<file path="config.mk">
export PLATFORM = sky130hd
export DESIGN_NAME = memory_map_decoder
export DESIGN_NICKNAME = d
export VERILOG_FILES = /design/src/hdl/memmap_pkg.sv /design/src/hdl/addr_window_match.sv /design/src/hdl/bit_rmw_unit.sv /design/src/hdl/memory_map_decoder.sv
export SDC_FILE = /design/constraint.sdc
export NUM_CORES = 1
export LEC_CHECK = 0
export BUFFER_PORTS_ARGS = -buffer_cell sky130_fd_sc_hd__buf_2
export CAP_MARGIN = 0
export CELL_PAD_IN_SITES_DETAIL_PLACEMENT = 0
export CELL_PAD_IN_SITES_GLOBAL_PLACEMENT = 2
export CORE_UTILIZATION = 34
export CTS_BUF_LIST = sky130_fd_sc_hd__clkbuf_4
export DETAILED_ROUTE_END_ITERATION = 6
export MAX_ROUTING_LAYER = met4
export PLACE_DENSITY = 0.95
export SLEW_MARGIN = 20
export SYNTH_ARGS = -nofsm -noshare
export SYNTH_HDL_FRONTEND = slang
export SYNTH_SLANG_ARGS = --single-unit
</file>
<file path="constraint.sdc">
create_clock -name CLK -period 7.3 [get_ports CLK]
set_input_delay 1.46 -clock CLK [delete_from_list [all_inputs] [get_ports CLK]]
set_output_delay 1.46 -clock CLK [all_outputs]
set_load 0.005 [all_outputs]
</file>
<file path="src/hdl/memmap_pkg.sv">
// memory map constants for the address decoder
// Notes on behaviour
// - program flash dedicated-bus and system-bus windows hit one physical array
// - both small-sector windows hit one physical small-sector store
// - the three work-flash windows hit one physical work-flash array
// - dedicated-bus flash window is read-only; writes go through system-bus window
// - writes through first work-flash window carry hardware-generated ECC check bits
// - writes through third work-flash window store without ECC generation
// - fourth work-flash window serves reads of the work-flash array
// - dedicated-port ECC follows the core's own ECC setting, not a decoder setting
// - MCU config bit alias acts as single-bit read-modify-write on covered range
// - system controller bit alias acts as single-bit read-modify-write on the first 32 KB of its range
// - memory config bit alias acts as single-bit read-modify-write on the first 32 KB of its range
// - serial channel n sits in the n-th 1 KB window from the serial base
// - second converter window serves converter unit one and partial wake-up
// - CPU-internal low region outside the flash windows is accepted only from the CPU core
package memmap_pkg;

  localparam int AW = 32;

  // ---------------------------------------------------------------
  // window bases and sizes
  // ---------------------------------------------------------------
  localparam logic [31:0] CORE_LO_BASE   = 32'h0000_0000;
  localparam logic [31:0] CORE_LO_LAST   = 32'h01FF_FFFF;
  localparam logic [31:0] DBF_BASE       = 32'h00A0_0000;
  localparam logic [31:0] SBF_BASE       = 32'h01A0_0000;
  localparam logic [31:0] DBF_SS_BASE    = 32'h009F_0000;
  localparam logic [31:0] SBF_SS_BASE    = 32'h019F_0000;
  localparam logic [31:0] PF_SIZE        = 32'h0010_0000;
  localparam logic [31:0] SS_SIZE        = 32'h0001_0000;
  localparam logic [31:0] WF1_BASE       = 32'h0E00_0000;
  localparam logic [31:0] WF3_BASE       = 32'h0E20_0000;
  localparam logic [31:0] WF4_BASE       = 32'h0E30_0000;
  localparam logic [31:0] WF_SIZE        = 32'h0001_0000;
  localparam logic [31:0] SEC_BASE       = 32'hB200_0000;
  localparam logic [31:0] SEC_LAST       = 32'hB20F_FFFF;
  localparam logic [31:0] MCU_ALIAS_BASE = 32'hB080_0000;
  localparam logic [31:0] MCU_ALIAS_LAST = 32'hB0FF_FFFF;
  localparam logic [31:0] MCU_BASE       = 32'hB060_0000;
  localparam logic [31:0] SYS_ALIAS_BASE = 32'hB100_0000;
  localparam logic [31:0] SYS_ALIAS_LAST = 32'hB10F_FFFF;
  localparam logic [31:0] SYS_BASE       = 32'hB030_0000;
  localparam logic [31:0] SYS_LAST       = 32'hB031_FFFF;
  localparam logic [31:0] MEM_ALIAS_BASE = 32'hB110_0000;
  localparam logic [31:0] MEM_ALIAS_LAST = 32'hB11F_FFFF;
  localparam logic [31:0] MEM_BASE       = 32'hB040_0000;
  localparam logic [31:0] MEM_LAST       = 32'hB041_FFFF;
  localparam logic [31:0] SER_BASE       = 32'hB480_0000;
  localparam logic [31:0] SER_WIN        = 32'h0000_0400;
  localparam int          SER_CH         = 4;
  localparam logic [31:0] CNV0_BASE      = 32'hB484_8000;
  localparam logic [31:0] CNV1_BASE      = 32'hB484_8400;
  localparam logic [31:0] CNV_WIN        = 32'h0000_0400;

  // ---------------------------------------------------------------
  // bit alias geometry: alias word -> target byte and bit
  // ---------------------------------------------------------------
  localparam int          BIT_SEL_LSB    = 2;
  localparam int          BIT_SEL_W      = 3;
  localparam int          BYTE_LSB       = 5;
  localparam int          MCU_SPAN_W     = 18;
  localparam int          SYS_SPAN_W     = 17;
  localparam int          MEM_SPAN_W     = 17;

  localparam logic [1:0]  RESP_OKAY      = 2'h0;
  localparam logic [1:0]  RESP_SLVERR    = 2'h2;
  localparam logic [1:0]  RESP_DECERR    = 2'h3;

  typedef enum logic [3:0] {
    TGT_NONE    = 4'h0,
    TGT_PFLASH  = 4'h1,
    TGT_SSFLASH = 4'h2,
    TGT_WFLASH  = 4'h3,
    TGT_CORE    = 4'h4,
    TGT_SERIAL  = 4'h5,
    TGT_CNV0    = 4'h6,
    TGT_CNV1    = 4'h7,
    TGT_BITRMW  = 4'h8,
    TGT_PERI    = 4'h9
  } target_e;

  typedef enum logic [1:0] {
    ECC_CORE = 2'h0,
    ECC_GEN  = 2'h1,
    ECC_RAW  = 2'h2,
    ECC_CHK  = 2'h3
  } ecc_mode_e;

endpackage

</file>
<file path="src/hdl/addr_window_match.sv">
// range compare of one address against a window
`timescale 1ns/1ns
module addr_window_match
#(
  parameter logic [31:0] BASE = 32'h0000_0000,
  parameter logic [31:0] LAST = 32'h0000_0000
)
(
  input  wire logic [31:0] addr,
  output wire logic        hit,
  output wire logic [31:0] offset
);
  assign hit    = (addr >= BASE) && (addr <= LAST);
  assign offset = addr - BASE;
endmodule // addr_window_match

</file>
<file path="src/hdl/bit_rmw_unit.sv">
// single-bit read-modify-write on a target word
`timescale 1ns/1ns
module bit_rmw_unit
(
  input  wire logic [31:0] old_word,
  input  wire logic [4:0]  bit_pos,
  input  wire logic        bit_val,
  output wire logic [31:0] new_word,
  output wire logic        bit_out
);
  wire logic [31:0] sel_mask;

  assign sel_mask = 32'h0000_0001 << bit_pos;
  assign new_word = bit_val ? (old_word | sel_mask) : (old_word & ~sel_mask);
  assign bit_out  = old_word[bit_pos];
endmodule // bit_rmw_unit

</file>
<file path="src/hdl/memory_map_decoder.sv">
// address decoder with flash, work-flash and bit alias steering
`timescale 1ns/1ns
module memory_map_decoder
  import memmap_pkg::*;
(
  input  wire logic                 CLK,
  input  wire logic                 RST_B,
  input  wire logic                 CE,
  input  wire logic                 REQ_VALID,
  input  wire logic [31:0]          REQ_ADDR,
  input  wire logic                 REQ_WRITE,
  input  wire logic [31:0]          REQ_WDATA,
  input  wire logic                 REQ_FROM_CORE,
  input  wire logic                 REQ_DEDICATED,
  input  wire logic                 SEC_PRESENT,
  input  wire logic [31:0]          TGT_RDATA,
  output logic                      OUT_VALID,
  output memmap_pkg::target_e       OUT_TARGET,
  output logic [31:0]               OUT_ADDR,
  output logic                      OUT_WRITE,
  output logic [31:0]               OUT_WDATA,
  output memmap_pkg::ecc_mode_e     OUT_ECC,
  output logic [1:0]                OUT_CHANNEL,
  output logic                      OUT_WAKE_SEL,
  output logic                      OUT_RMW,
  output logic                      RESP_VALID,
  output logic [1:0]                RESP_CODE,
  output logic [31:0]               RESP_RDATA
);
  import memmap_pkg::*;

  // ---------------------------------------------------------------
  // window hits
  // ---------------------------------------------------------------
  wire logic        hit_core_lo;
  wire logic        hit_dbf;
  wire logic        hit_sbf;
  wire logic        hit_dbf_ss;
  wire logic        hit_sbf_ss;
  wire logic        hit_wf1;
  wire logic        hit_wf3;
  wire logic        hit_wf4;
  wire logic        hit_sec;
  wire logic        hit_mcu_a;
  wire logic        hit_sys_a;
  wire logic        hit_mem_a;
  wire logic        hit_cnv0;
  wire logic        hit_cnv1;
  wire logic [31:0] off_dbf;
  wire logic [31:0] off_sbf;
  wire logic [31:0] off_dbf_ss;
  wire logic [31:0] off_sbf_ss;
  wire logic [31:0] off_wf1;
  wire logic [31:0] off_wf3;
  wire logic [31:0] off_wf4;
  wire logic [31:0] off_mcu_a;
  wire logic [31:0] off_sys_a;
  wire logic [31:0] off_mem_a;
  wire logic [31:0] off_cnv0;
  wire logic [31:0] off_cnv1;

  addr_window_match #(.BASE(CORE_LO_BASE), .LAST(CORE_LO_LAST)) u_core
    (.addr(REQ_ADDR), .hit(hit_core_lo), .offset());
  addr_window_match #(.BASE(DBF_BASE), .LAST(DBF_BASE + PF_SIZE - 32'h1)) u_dbf
    (.addr(REQ_ADDR), .hit(hit_dbf), .offset(off_dbf));
  addr_window_match #(.BASE(SBF_BASE), .LAST(SBF_BASE + PF_SIZE - 32'h1)) u_sbf
    (.addr(REQ_ADDR), .hit(hit_sbf), .offset(off_sbf));
  addr_window_match #(.BASE(DBF_SS_BASE), .LAST(DBF_SS_BASE + SS_SIZE - 32'h1)) u_dss
    (.addr(REQ_ADDR), .hit(hit_dbf_ss), .offset(off_dbf_ss));
  addr_window_match #(.BASE(SBF_SS_BASE), .LAST(SBF_SS_BASE + SS_SIZE - 32'h1)) u_sss
    (.addr(REQ_ADDR), .hit(hit_sbf_ss), .offset(off_sbf_ss));
  addr_window_match #(.BASE(WF1_BASE), .LAST(WF1_BASE + WF_SIZE - 32'h1)) u_wf1
    (.addr(REQ_ADDR), .hit(hit_wf1), .offset(off_wf1));
  addr_window_match #(.BASE(WF3_BASE), .LAST(WF3_BASE + WF_SIZE - 32'h1)) u_wf3
    (.addr(REQ_ADDR), .hit(hit_wf3), .offset(off_wf3));
  addr_window_match #(.BASE(WF4_BASE), .LAST(WF4_BASE + WF_SIZE - 32'h1)) u_wf4
    (.addr(REQ_ADDR), .hit(hit_wf4), .offset(off_wf4));
  addr_window_match #(.BASE(SEC_BASE), .LAST(SEC_LAST)) u_sec
    (.addr(REQ_ADDR), .hit(hit_sec), .offset());
  addr_window_match #(.BASE(MCU_ALIAS_BASE), .LAST(MCU_ALIAS_LAST)) u_mcua
    (.addr(REQ_ADDR), .hit(hit_mcu_a), .offset(off_mcu_a));
  addr_window_match #(.BASE(SYS_ALIAS_BASE), .LAST(SYS_ALIAS_LAST)) u_sysa
    (.addr(REQ_ADDR), .hit(hit_sys_a), .offset(off_sys_a));
  addr_window_match #(.BASE(MEM_ALIAS_BASE), .LAST(MEM_ALIAS_LAST)) u_mema
    (.addr(REQ_ADDR), .hit(hit_mem_a), .offset(off_mem_a));
  addr_window_match #(.BASE(CNV0_BASE), .LAST(CNV0_BASE + CNV_WIN - 32'h1)) u_cnv0
    (.addr(REQ_ADDR), .hit(hit_cnv0), .offset(off_cnv0));
  addr_window_match #(.BASE(CNV1_BASE), .LAST(CNV1_BASE + CNV_WIN - 32'h1)) u_cnv1
    (.addr(REQ_ADDR), .hit(hit_cnv1), .offset(off_cnv1));

  // ---------------------------------------------------------------
  // serial channels, one 1 KB window each
  // ---------------------------------------------------------------
  wire logic [SER_CH-1:0] ser_hit;
  wire logic [1:0]        ser_idx;
  wire logic [31:0]       ser_off;

  genvar gi;
  generate
    for (gi = 0; gi < SER_CH; gi++)
    begin : g_ser
      assign ser_hit[gi] = (REQ_ADDR >= SER_BASE + SER_WIN * gi) &&
                           (REQ_ADDR <  SER_BASE + SER_WIN * (gi + 1));
    end
  endgenerate

  assign ser_idx = ser_hit[3] ? 2'h3 : ser_hit[2] ? 2'h2 : ser_hit[1] ? 2'h1 : 2'h0;
  assign ser_off = REQ_ADDR - SER_BASE;

  // ---------------------------------------------------------------
  // bit alias address translation
  // ---------------------------------------------------------------
  // each alias word stands for one bit: word index selects byte and bit
  wire logic        hit_alias;
  wire logic [31:0] alias_off;
  wire logic [31:0] alias_tgt;
  wire logic [4:0]  alias_bit;
  wire logic [31:0] alias_byte;

  assign hit_alias = hit_mcu_a | hit_sys_a | hit_mem_a;
  assign alias_off = hit_mcu_a ? off_mcu_a : hit_sys_a ? off_sys_a : off_mem_a;
  assign alias_byte = alias_off >> BYTE_LSB;
  assign alias_bit = {alias_byte[1:0],
                      alias_off[BIT_SEL_LSB +: BIT_SEL_W]};
  assign alias_tgt =
    hit_mcu_a ? (MCU_BASE + {14'h0, alias_byte[MCU_SPAN_W-1:2], 2'h0}) :
    hit_sys_a ? (SYS_BASE + {15'h0, alias_byte[SYS_SPAN_W-1:2], 2'h0}) :
                (MEM_BASE + {15'h0, alias_byte[MEM_SPAN_W-1:2], 2'h0});

  // ---------------------------------------------------------------
  // target and error selection
  // ---------------------------------------------------------------
  wire logic      core_only_blk;
  wire logic      sec_blk;
  wire logic      ro_blk;
  wire logic      wf_dir_blk;
  wire logic      any_flash;
  wire logic      hit_wf;
  wire target_e   sel_tgt;
  wire logic [31:0] sel_addr;
  wire ecc_mode_e sel_ecc;
  wire logic      sel_err;

  assign hit_wf    = hit_wf1 | hit_wf3 | hit_wf4;
  assign any_flash = hit_dbf | hit_sbf | hit_dbf_ss | hit_sbf_ss;
  // other masters reach the low region only through its flash windows
  assign core_only_blk = hit_core_lo && !REQ_FROM_CORE && !any_flash;
  assign sec_blk   = hit_sec && !SEC_PRESENT;
  assign ro_blk    = (hit_dbf | hit_dbf_ss) && REQ_WRITE;
  // window 1 and 3 are write paths, window 4 the read path
  assign wf_dir_blk = ((hit_wf1 | hit_wf3) && !REQ_WRITE) ||
                      (hit_wf4 && REQ_WRITE);

  assign sel_tgt =
    (hit_dbf | hit_sbf)       ? TGT_PFLASH  :
    (hit_dbf_ss | hit_sbf_ss) ? TGT_SSFLASH :
    hit_wf                    ? TGT_WFLASH  :
    hit_core_lo               ? TGT_CORE    :
    (|ser_hit)                ? TGT_SERIAL  :
    hit_cnv0                  ? TGT_CNV0    :
    hit_cnv1                  ? TGT_CNV1    :
    hit_alias                 ? TGT_BITRMW  :
    hit_sec                   ? TGT_PERI    :
                                TGT_NONE;

  assign sel_addr =
    hit_dbf    ? off_dbf    : hit_sbf    ? off_sbf    :
    hit_dbf_ss ? off_dbf_ss : hit_sbf_ss ? off_sbf_ss :
    hit_wf1    ? off_wf1    : hit_wf3    ? off_wf3    :
    hit_wf4    ? off_wf4    :
    (|ser_hit) ? {22'h0, ser_off[9:0]} :
    hit_cnv0   ? off_cnv0   : hit_cnv1   ? off_cnv1   :
    hit_alias  ? alias_tgt  : REQ_ADDR;

  assign sel_ecc = hit_wf1 ? ECC_GEN :
                   hit_wf3 ? ECC_RAW :
                   hit_wf4 ? ECC_CHK :
                   ECC_CORE;

  assign sel_err = (sel_tgt == TGT_NONE) || core_only_blk || sec_blk ||
                   ro_blk || wf_dir_blk;

  // ---------------------------------------------------------------
  // bit read-modify-write sequencing
  // ---------------------------------------------------------------
  // alias writes read the target, patch one bit, write it back
  typedef enum logic [1:0] {
    ST_IDLE  = 2'h0,
    ST_READ  = 2'h1,
    ST_WRITE = 2'h2
  } rmw_state_e;

  rmw_state_e  state_ff;
  rmw_state_e  nxt_state;
  logic [4:0]  bit_ff;
  logic        bval_ff;
  logic        wr_ff;
  logic [31:0] tgt_ff;
  wire logic [31:0] patched;
  wire logic        bit_rd;
  wire logic        start_rmw;
  wire logic        take;

  assign take      = CE && REQ_VALID && state_ff == ST_IDLE;
  assign start_rmw = take && hit_alias && !sel_err;

  bit_rmw_unit u_rmw
  (
    .old_word (TGT_RDATA),
    .bit_pos  (bit_ff),
    .bit_val  (bval_ff),
    .new_word (patched),
    .bit_out  (bit_rd)
  );

  always_comb
  begin
    nxt_state = state_ff;
    unique case (state_ff)
      ST_IDLE:  nxt_state = start_rmw ? ST_READ : ST_IDLE;
      ST_READ:  nxt_state = wr_ff ? ST_WRITE : ST_IDLE;
      ST_WRITE: nxt_state = ST_IDLE;
      default:  nxt_state = ST_IDLE;
    endcase
  end

  always_ff @(posedge CLK)
  begin
    if (!RST_B)
    begin
      state_ff <= ST_IDLE;
      bit_ff   <= 5'h0;
      bval_ff  <= 1'b0;
      wr_ff    <= 1'b0;
      tgt_ff   <= 32'h0;
    end
    else if (CE)
    begin
      state_ff <= nxt_state;
      if (start_rmw)
      begin
        bit_ff  <= alias_bit;
        bval_ff <= REQ_WDATA[0];
        wr_ff   <= REQ_WRITE;
        tgt_ff  <= alias_tgt;
      end
    end
  end

  // ---------------------------------------------------------------
  // registered outputs
  // ---------------------------------------------------------------
  always_ff @(posedge CLK)
  begin
    if (!RST_B)
    begin
      OUT_VALID    <= 1'b0;
      OUT_TARGET   <= TGT_NONE;
      OUT_ADDR     <= 32'h0;
      OUT_WRITE    <= 1'b0;
      OUT_WDATA    <= 32'h0;
      OUT_ECC      <= ECC_CORE;
      OUT_CHANNEL  <= 2'h0;
      OUT_WAKE_SEL <= 1'b0;
      OUT_RMW      <= 1'b0;
      RESP_VALID   <= 1'b0;
      RESP_CODE    <= RESP_OKAY;
      RESP_RDATA   <= 32'h0;
    end
    else if (CE)
    begin
      OUT_VALID  <= 1'b0;
      RESP_VALID <= 1'b0;
      OUT_RMW    <= 1'b0;
      if (take && sel_err)
      begin
        RESP_VALID <= 1'b1;
        RESP_CODE  <= (sel_tgt == TGT_NONE) ? RESP_DECERR : RESP_SLVERR;
        RESP_RDATA <= 32'h0;
      end
      else if (start_rmw)
      begin
        OUT_VALID  <= 1'b1;
        OUT_TARGET <= TGT_BITRMW;
        OUT_ADDR   <= alias_tgt;
        OUT_WRITE  <= 1'b0;
        OUT_RMW    <= 1'b1;
        OUT_ECC    <= ECC_CORE;
      end
      else if (take)
      begin
        OUT_VALID    <= 1'b1;
        OUT_TARGET   <= sel_tgt;
        OUT_ADDR     <= sel_addr;
        OUT_WRITE    <= REQ_WRITE;
        OUT_WDATA    <= REQ_WDATA;
        OUT_ECC      <= sel_ecc;
        OUT_CHANNEL  <= ser_idx;
        OUT_WAKE_SEL <= hit_cnv1;
        RESP_VALID   <= 1'b1;
        RESP_CODE    <= RESP_OKAY;
        RESP_RDATA   <= 32'h0;
      end
      else if (state_ff == ST_READ && wr_ff)
      begin
        OUT_VALID <= 1'b1;
        OUT_ADDR  <= tgt_ff;
        OUT_WRITE <= 1'b1;
        OUT_WDATA <= patched;
        OUT_RMW   <= 1'b1;
      end
      else if (state_ff == ST_READ)
      begin
        RESP_VALID <= 1'b1;
        RESP_CODE  <= RESP_OKAY;
        RESP_RDATA <= {31'h0, bit_rd};
      end
      else if (state_ff == ST_WRITE)
      begin
        RESP_VALID <= 1'b1;
        RESP_CODE  <= RESP_OKAY;
      end
    end
  end
endmodule // memory_map_decoder

</file>
==> impl_metrics.toml, run 1 <==
[timing]
finalCriticalPeriod_ns = 5.725
finalHoldViolCount = 0
final-max-slew-violation-count = 0
layout_setup_ws_ns = 1.575
tightest_slew_ns = 1.092
slew-limit-headroom = 0.2651
finalSetupViolations = 0
finClkSkew_ns = 0.03185
min_period_over_period = 0.7842
rsz0062_at_grt = "no"
fmax_ghz = 0.1747
fin_tns_setup_ns = 0

[min_path]
hold_class = "flip-flop to flip-flop"

[critical_path]
critical_path_buf_inv_count = 4
critical_path_class = "primary input to flip-flop"
cp_common_cell = "buf_4"
cp_slowest_cell = "o41ai_1"
crit_family = "compound AO/OA/AOI/OAI gates"
crit_fanout = 17
cp.arrival_ns = 6.19
start_kind = "primary input"
crit_path_cell_trace = "buf_2 > inv_1 > ha_1 > nor3b_1 > nand3_1 > o41ai_1 > o21ai_1 > a32o_1 > o221ai_1 > a311oi_2 > buf_4 > nor2_2 > buf_4 > a22oi_1 > nor2b_1"
critPathMaxStageDelay_ns = 0.69
worstSetupEndpointType = "flip-flop"
required_ns = 7.77

[routing]
antenna_left = 0
avgViaCountPerCell = 5.844
drtIter0Drc = 926
drc = 0
wirelength_um = 33160
detailroute.via_count = 9462
wl_per_cell_um = 20.48
first_pass_iters = 7

[yosys]
yosysTopAreaCellShare = 0.2511
syn_area_per_cell_um2 = 7.486
ys_warn_count = 0
synth_top_area_cell = "dfxtp_1"
synth-edff-count = 0
ys_seq_area_frac = 0.2511
synth_cell_types = 89
synthTopCellsByArea = "dfxtp_1 (25%), nand2_1 (6.2%), o211ai_1 (5.4%), nand3_1 (3.9%), a21oi_1 (3.5%)"
synth_flop_cell = "dfxtp_1"
ys_ff_latch = 109
async_flop_share = 0
netlist_instances = 1161
netlist_area_um2 = 8691

[pwr]
vdd_drop_max_mv = 0.06897
powerDensity_nw_per_um2 = 123.0
p_leak_uw = 0.003741

[cts]
postCtsResizedCells = 0
clkSlewWorstSetupHoldPaths_ns = 0.20
cts_hold_buffers = 0
cts_setup_buffers = 0
clk_latency_ns = 0.51
cts_tree = "yes"
cts-root-buf = "clkbuf_4"
htreeDepth = 3
clockBufferDepth = 2
cts_buffers = 9
clock_sinks = 109

[floorplan]
core_um2 = 25110
core.rowCount = 58
io_pins = 215
die_width_um = 161.9
initial_core_util = 0.3461
die_h_um = 161.9
dieArea_um2 = 26210

[cells_and_area]
multi_input_area_um2 = 5847
area_growth_pct = 12.48
finalNonFillerCells = 1619
final_nets = 1406
seq_area_um2 = 2182
drive_above_1_share = 0.2098
fill_cells = 2741

[placement]
dp_hpwl_um = 24930
place.gp.congestion = 0.9621
dp.cells = 1601
port_buffers = 182
post-place-ws_ns = 1.158

[global_route]
antenna_found_initial = 1
track_usage = 0.2553
grt_pass1_wl_um = 50940
grt_remaining_overflow = 0
grt_max_degree = 85
grt_pass1_vias = 8755

[outcome]
outcome = "finished clean"

[job]
maxCapViolations = 0
through the flow:
stage                     instance area (um^2)  power [uW]  utilization  hold slack (ns)
final                                     9776        1202       0.3893           0.4640
after global routing                      9776        1259       0.3893           0.4860
after CTS                                 9771        1209       0.3891           0.4673
after detailed placement                  9625       891.0       0.3833           0.4424
after global placement                    9625       890.7       0.3833           0.4379
after floorplan                           8803       800.7            -           0.4410
registers in the layout, summed over array words and instances (netlist names):
register	cells
OUT_WDATA	32
bit_ff	5
OUT_ADDR	32
RESP_VALID	1
OUT_ECC	2
OUT_TARGET	4
bval_ff	1
tgt_ff	20
RESP_CODE	2
OUT_CHANNEL	2
OUT_RMW	1
OUT_WRITE	1
OUT_WAKE_SEL	1
state_ff	2
wr_ff	1
RESP_RDATA	1
OUT_VALID	1
final timing paths:
check | end | slack (ns) | cells after the start | startpoint
worst max-delay path | OUT_ADDR[1] | 1.58 | 15 | REQ_ADDR[16]
worst min-delay path | OUT_ADDR[9] | 0.46 | 2 | OUT_ADDR[9]
worst max register to register | tgt_ff[6] | 4.47 | 8 | state_ff[1]
worst min register to register | OUT_ADDR[9] | 0.46 | 2 | OUT_ADDR[9]
cell type report:
type / count / share of cell area
Clock inverter: 7 / 0.007935
Multi-Input combinational cell: 931 / 0.5981
Clock buffer: 9 / 0.006912
Tap cell: 330 / 0.04224
Inverter: 26 / 0.009983
Sequential cell: 109 / 0.2232
Timing Repair Buffer: 205 / 0.1111
Antenna cell: 2 / 0.0005120
cells in the final DEF (no fill, tap or decap), types with 10 or more instances in the layout:
| cell | count |
|---|---|
| o211ai_1 | 63 |
| a21oi_1 | 61 |
| dfxtp_1 | 109 |
| ha_1 | 20 |
| nor2_1 | 61 |
| or3_1 | 11 |
| nand3_1 | 67 |
| buf_2 | 181 |
| buf_4 | 24 |
| mux4_2 | 10 |
| o21ai_1 | 48 |
| nand2_1 | 144 |
| a31oi_1 | 10 |
| o311ai_0 | 13 |
| o21ai_0 | 52 |
| and3_1 | 12 |
| nand4_1 | 22 |
| nor2b_1 | 20 |
| nor3_1 | 37 |
| conb_1 | 31 |
| a21boi_0 | 28 |
| a211oi_1 | 13 |
| nor4_1 | 12 |
| mux2i_1 | 11 |
| inv_1 | 24 |
| xnor2_1 | 15 |
cell usage after synthesis, drive strengths merged, types with 6 or more instances:
cell / n
nand2: 144
dfxtp: 109
o21ai: 103
nand3: 77
buf: 68
nor2: 65
o211ai: 63
a21oi: 61
clkbuf: 55
nor3: 38
a21boi: 33
inv: 24
nand4: 22
ha: 20
nor2b: 20
nor4: 15
xnor2: 15
a211oi: 14
o311ai: 14
and3: 12
or3: 12
mux2i: 11
a31oi: 10
mux4: 10
a22oi: 9
and2: 9
nand2b: 8
nor3b: 8
o2111ai: 8
o21a: 7
a311oi: 6
o31ai: 6
metal layers:
layer | up-vias | global-route usage | wire length [um]
met5 | - | - | 0
met4 | 0 | 0.07676 | 799
met3 | 49 | 0.03524 | 2589
met2 | 450 | 0.3972 | 15140
met1 | 4445 | 0.3419 | 14630
li1 | 4518 | - | -
worst register-to-register path: stages, from the launching register on:
cell	delay [ns]
dfxtp_1	0.33
inv_1	0.09
ha_1	0.21
nand3_4	0.39
buf_4	0.52
nor2_1	0.69
buf_4	0.34
nand2_1	0.08
a21boi_0	0.15
cell families after synthesis:
kind of cell,synth area share
buffers and inverters,0.09113
adders and majority gates,0.02879
AOI/OAI and AO/OA,0.2973
xor gates and xnor gates,0.01613
other,0.0004315
DFF,0.2511
and+or+nand+nor,0.2740
muxes,0.04118
power breakdown:
part / switching, uW / internal, uW / total, uW
clock: 236 / 81.7 / 317
combinational: 177 / 96.5 / 273
sequential: 5.08 / 606 / 611
(Power assumes the default switching activity.)
==> run 2: changes to the inputs <==
--- a/config.mk
+++ b/config.mk
@@ -9,11 +9,11 @@
 export CAP_MARGIN = 0
 export CELL_PAD_IN_SITES_DETAIL_PLACEMENT = 0
 export CELL_PAD_IN_SITES_GLOBAL_PLACEMENT = 2
-export CORE_UTILIZATION = 34
+export CORE_UTILIZATION = 28
 export CTS_BUF_LIST = sky130_fd_sc_hd__clkbuf_4
 export DETAILED_ROUTE_END_ITERATION = 6
 export MAX_ROUTING_LAYER = met4
-export PLACE_DENSITY = 0.95
+export PLACE_DENSITY = 0.91
 export SLEW_MARGIN = 20
 export SYNTH_ARGS = -nofsm -noshare
 export SYNTH_HDL_FRONTEND = slang
==> constraint.sdc (replaced) <==
create_clock -name CLK -period 4.93 [get_ports CLK]
set_input_delay 0.986 -clock CLK [delete_from_list [all_inputs] [get_ports CLK]]
set_output_delay 0.986 -clock CLK [all_outputs]
set_load 0.005 [all_outputs]
==> run 2 against run 1 <==
- the flow now stops in 5_2_route
- synthesized cell count did not move
- global-route usage decreased by 2.9 points
- area after synthesis unchanged
==> impl_metrics.toml, run 2 <==
[yosys]
netlist_instances = 1161
ys_warn_count = 0
synth_simple_gate_area_frac = 0.2740
synthMuxAreaShare = 0.04117
yosysTopAreaCellShare = 0.2511
synth_top_family_by_area = "compound AO/OA/AOI/OAI gates"
synth_flop_cell = "dfxtp_1"
ys_ff_latch = 109
synthTopCellsByArea = "dfxtp_1 (25%), nand2_1 (6.2%), o211ai_1 (5.4%), nand3_1 (3.9%), a21oi_1 (3.5%)"
ys_seq_area_frac = 0.2511
synth-edff-count = 0
syn_area_per_cell_um2 = 7.486
synth_xor_area_frac = 0.01612
netlist_top_cells_count = "nand2_1 (144), dfxtp_1 (109), nand3_1 (68)"
yosys.area_share.adder = 0.02879
async_flop_share = 0
synth-compound-area-share = 0.2973
synth_top_area_cell = "dfxtp_1"
netlist_area_um2 = 8691
synth_cell_types = 89
yosysMostFrequentCell = "nand2_1"

[cts]
cts_buffers = 9
cts-root-buf = "clkbuf_4"
cts_hold_buffers = 0
htreeDepth = 3
clock_sinks = 109
postCtsResizedCells = 0
clockBufferDepth = 2
cts_setup_buffers = 0

[placement]
port_buffers = 182
place.gp.congestion = 0.9829
placed_area_um2 = 10000
post-place-ws_ns = 0.3449
dp_hpwl_um = 27390

[global_route]
grt_pass1_vias = 8910
antenna_found_initial = 1
grt_max_degree = 86
grt_remaining_overflow = 0
track_usage = 0.2264
grt_pass1_wl_um = 53450

[floorplan]
die_width_um = 178.2
initial_core_util = 0.2841
core.rowCount = 64
io_pins = 215
die_h_um = 178.2

[outcome]
outcome = "stopped before the end"
haltStage = "5_2_route"
stop_error = "[ERROR DRT-0255] Maze Route cannot find path of net CLK in worker of routeBox ( 144900 0 ) ( 178180 48300 )."
[run 2: metrics by stage]
stage,cells,hold slack [ns]
floorplan,1191,0.4410
global placement,1701,0.4400
detailed placement,1701,0.4450
CTS,1717,0.4662
global route,1718,0.4833
[run 2: cells by family after synthesis]
| family | after synthesis |
|---|---|
| mux | 23 |
| fa+ha+maj | 20 |
| other cells | 1 |
| simple gates | 460 |
| xor+xnor | 16 |
| flops | 109 |
| buf+inv | 151 |
| compound gates | 381 |
[run 2: routing by layer]
metal and global-route usage:
met1 0.2939, met2 0.3544, met3 0.03389, met4 0.08369, met5 -
==> run 3: changes to the inputs <==
--- a/config.mk
+++ b/config.mk
@@ -7,13 +7,9 @@
 export LEC_CHECK = 0
 export BUFFER_PORTS_ARGS = -buffer_cell sky130_fd_sc_hd__buf_2
 export CAP_MARGIN = 0
-export CELL_PAD_IN_SITES_DETAIL_PLACEMENT = 0
-export CELL_PAD_IN_SITES_GLOBAL_PLACEMENT = 2
-export CORE_UTILIZATION = 28
-export CTS_BUF_LIST = sky130_fd_sc_hd__clkbuf_4
+export CORE_UTILIZATION = 38
 export DETAILED_ROUTE_END_ITERATION = 6
-export MAX_ROUTING_LAYER = met4
-export PLACE_DENSITY = 0.91
+export PLACE_DENSITY_LB_ADDON = 0.15
 export SLEW_MARGIN = 20
 export SYNTH_ARGS = -nofsm -noshare
 export SYNTH_HDL_FRONTEND = slang
==> constraint.sdc (replaced) <==
create_clock -name CLK -period 6.41 [get_ports CLK]
set_input_delay 1.282 -clock CLK [delete_from_list [all_inputs] [get_ports CLK]]
set_output_delay 1.282 -clock CLK [all_outputs]
set_load 0.005 [all_outputs]
==> run 3 against run 2 <==
- the run now ends clean
- global-route usage grew 5.1 points
==> impl_metrics.toml, run 3 (same netlist as run 1, synthesis figures left out) <==
[routing]
first_pass_iters = 5
drtIter0Drc = 909
wirelength_um = 32920
wl_per_cell_um = 20.93
avgViaCountPerCell = 6.006
antenna_left = 0
detailroute.via_count = 9447
drc = 0

[pwr]
p_int_uw = 1149
powerDensity_nw_per_um2 = 164.5
vdd_drop_max_mv = 0.1084
seq_power_share = 0.424
p_clk_frac = 0.385
combPwrFrac = 0.191
switching_share = 0.2974
p_switching_uw = 486.1
p_leak_uw = 0.003847

[placement]
port_buffers = 182
place.gp.congestion = 0.9715
dp_hpwl_um = 24710

[critical_path]
worstSetupEndpointType = "flip-flop"
ff2ff_setup_slack_ns = 3.80
crit_fanout = 21
start_kind = "primary input"
crit_path_cell_trace = "buf_2 > inv_1 > ha_1 > and3b_1 > o21ai_1 > a21o_1 > a22oi_1 > nor2_1 > nor3_2 > a311oi_2 > nor2_2 > buf_4 > nand3_1 > nand2_1"
cp_slowest_cell = "nor2_2"
critPathMaxStageDelay_ns = 0.79
r2r-start = "state_ff[0]"
cp.arrival_ns = 5.49
critical_path_class = "primary input to flip-flop"
r2r-end = "OUT_ADDR[2]"
reg2regPathDepth = 9
required_ns = 6.71

[cells_and_area]
final_nets = 1411
largestRegisters = "OUT_ADDR: 32 flops, OUT_WDATA: 32 flops, tgt_ff: 20 flops"
mostFrequentLayoutCells = "buf_2 (181), nand2_1 (144), dfxtp_1 (109)"
fin_util = 0.4497
drive_above_1_share = 0.2128
final_common_cell = "buf_2"
area_growth_pct = 14.31

[min_path]
whs_path_depth = 2
holdPathEnd = "OUT_ADDR[6]"
hold_class = "flip-flop to flip-flop"
hold_path_startpoint = "OUT_ADDR[6]"

[cts]
cts_tree = "yes"
clock_sinks = 109
cts_buffers = 9
cts_hold_buffers = 0
postCtsResizedCells = 0
cts_setup_buffers = 0
htreeDepth = 3
clkSlewWorstSetupHoldPaths_ns = 0.08
cts-root-buf = "clkbuf_16"
clockBufferDepth = 2
clk_latency_ns = 0.36

[floorplan]
io_pins = 215
core.rowCount = 54
dieArea_um2 = 23480
die_h_um = 153.2
core_um2 = 22090
initial_core_util = 0.3934
die_width_um = 153.2

[job]
maxCapViolations = 0

[timing]
tightest_slew_ns = 0.9765
fmax_ghz = 0.1927
final-max-slew-violation-count = 0
fin_tns_setup_ns = 0
worst_hold_slack_ns = 0.4544
min_period_over_period = 0.8096
slew-limit-headroom = 0.3483
finalSetupViolations = 0
finalCriticalPeriod_ns = 5.190
finalHoldViolCount = 0
rsz0062_at_grt = "no"
finClkSkew_ns = 0.008438

[global_route]
grt_pass1_vias = 8660
grt_remaining_overflow = 0
grt_max_degree = 92
grt_pass1_wl_um = 51140
track_usage = 0.2773
antenna_found_initial = 2

[outcome]
outcome = "finished clean"
[run 3: power groups by stage]
stage | registers [uW] | clock network (uW) | logic [uW]
6_report | 694 | 629 | 312
3_5_place_dp | 710 | 0 | 304
4_1_cts | 694 | 645 | 305
3_3_place_gp | 710 | 0 | 306
5_1_grt | 695 | 672 | 338
2_1_floorplan | 711 | 0 | 201
[run 3: cell type report]
class / count / area [um^2]
Tap cell: 280 / 350.3
Inverter: 26 / 97.59
Sequential cell: 109 / 2182
Clock buffer: 9 / 225.2
Fill cell: 2375 / 12160
Multi-Input combinational cell: 931 / 5847
Antenna cell: 1 / 2.502
Timing Repair Buffer: 210 / 1124
Clock inverter: 7 / 106.4
[run 3: worst max-delay path by stage]
stage / start / end / slack (ns)
final: REQ_ADDR[21] / OUT_ADDR[2] / 1.22
after global routing: REQ_ADDR[21] / OUT_ADDR[2] / 0.92
after CTS: REQ_ADDR[21] / OUT_ADDR[5] / 1.30
after detailed placement: REQ_ADDR[21] / OUT_ADDR[3] / 0.94
after global placement: REQ_ADDR[21] / OUT_ADDR[7] / 0.93
after floorplan: REQ_ADDR[17] / OUT_WDATA[22] / 2.02
[run 3: critical path: cells and delay by family]
family	cells	cell delay, ns
fa+ha+maj	1	0.36
buf+inv	3	0.83
simple gates	6	2.01
compound gates	4	0.99
[run 3: stage by stage]
stage                     power (uW)  setup slack (ns)  cell area (um^2)  instances
after floorplan                911.9             2.022              8803       1191
after global placement          1015            0.9306              9600       1556
after detailed placement        1014            0.9350              9600       1556
after CTS                       1645             1.302              9932       1572
after global routing            1705            0.9226              9935       1573
final                           1635             1.220              9935       1573
[run 3: routing by layer]
metal	global-route usage	vias to the layer above	routed length, um
met4	0.1025	2	905
met1	0.4050	4374	15410
met2	0.4007	470	13800
li1	-	4543	-
met3	0.05047	58	2782
met5	0	-	10
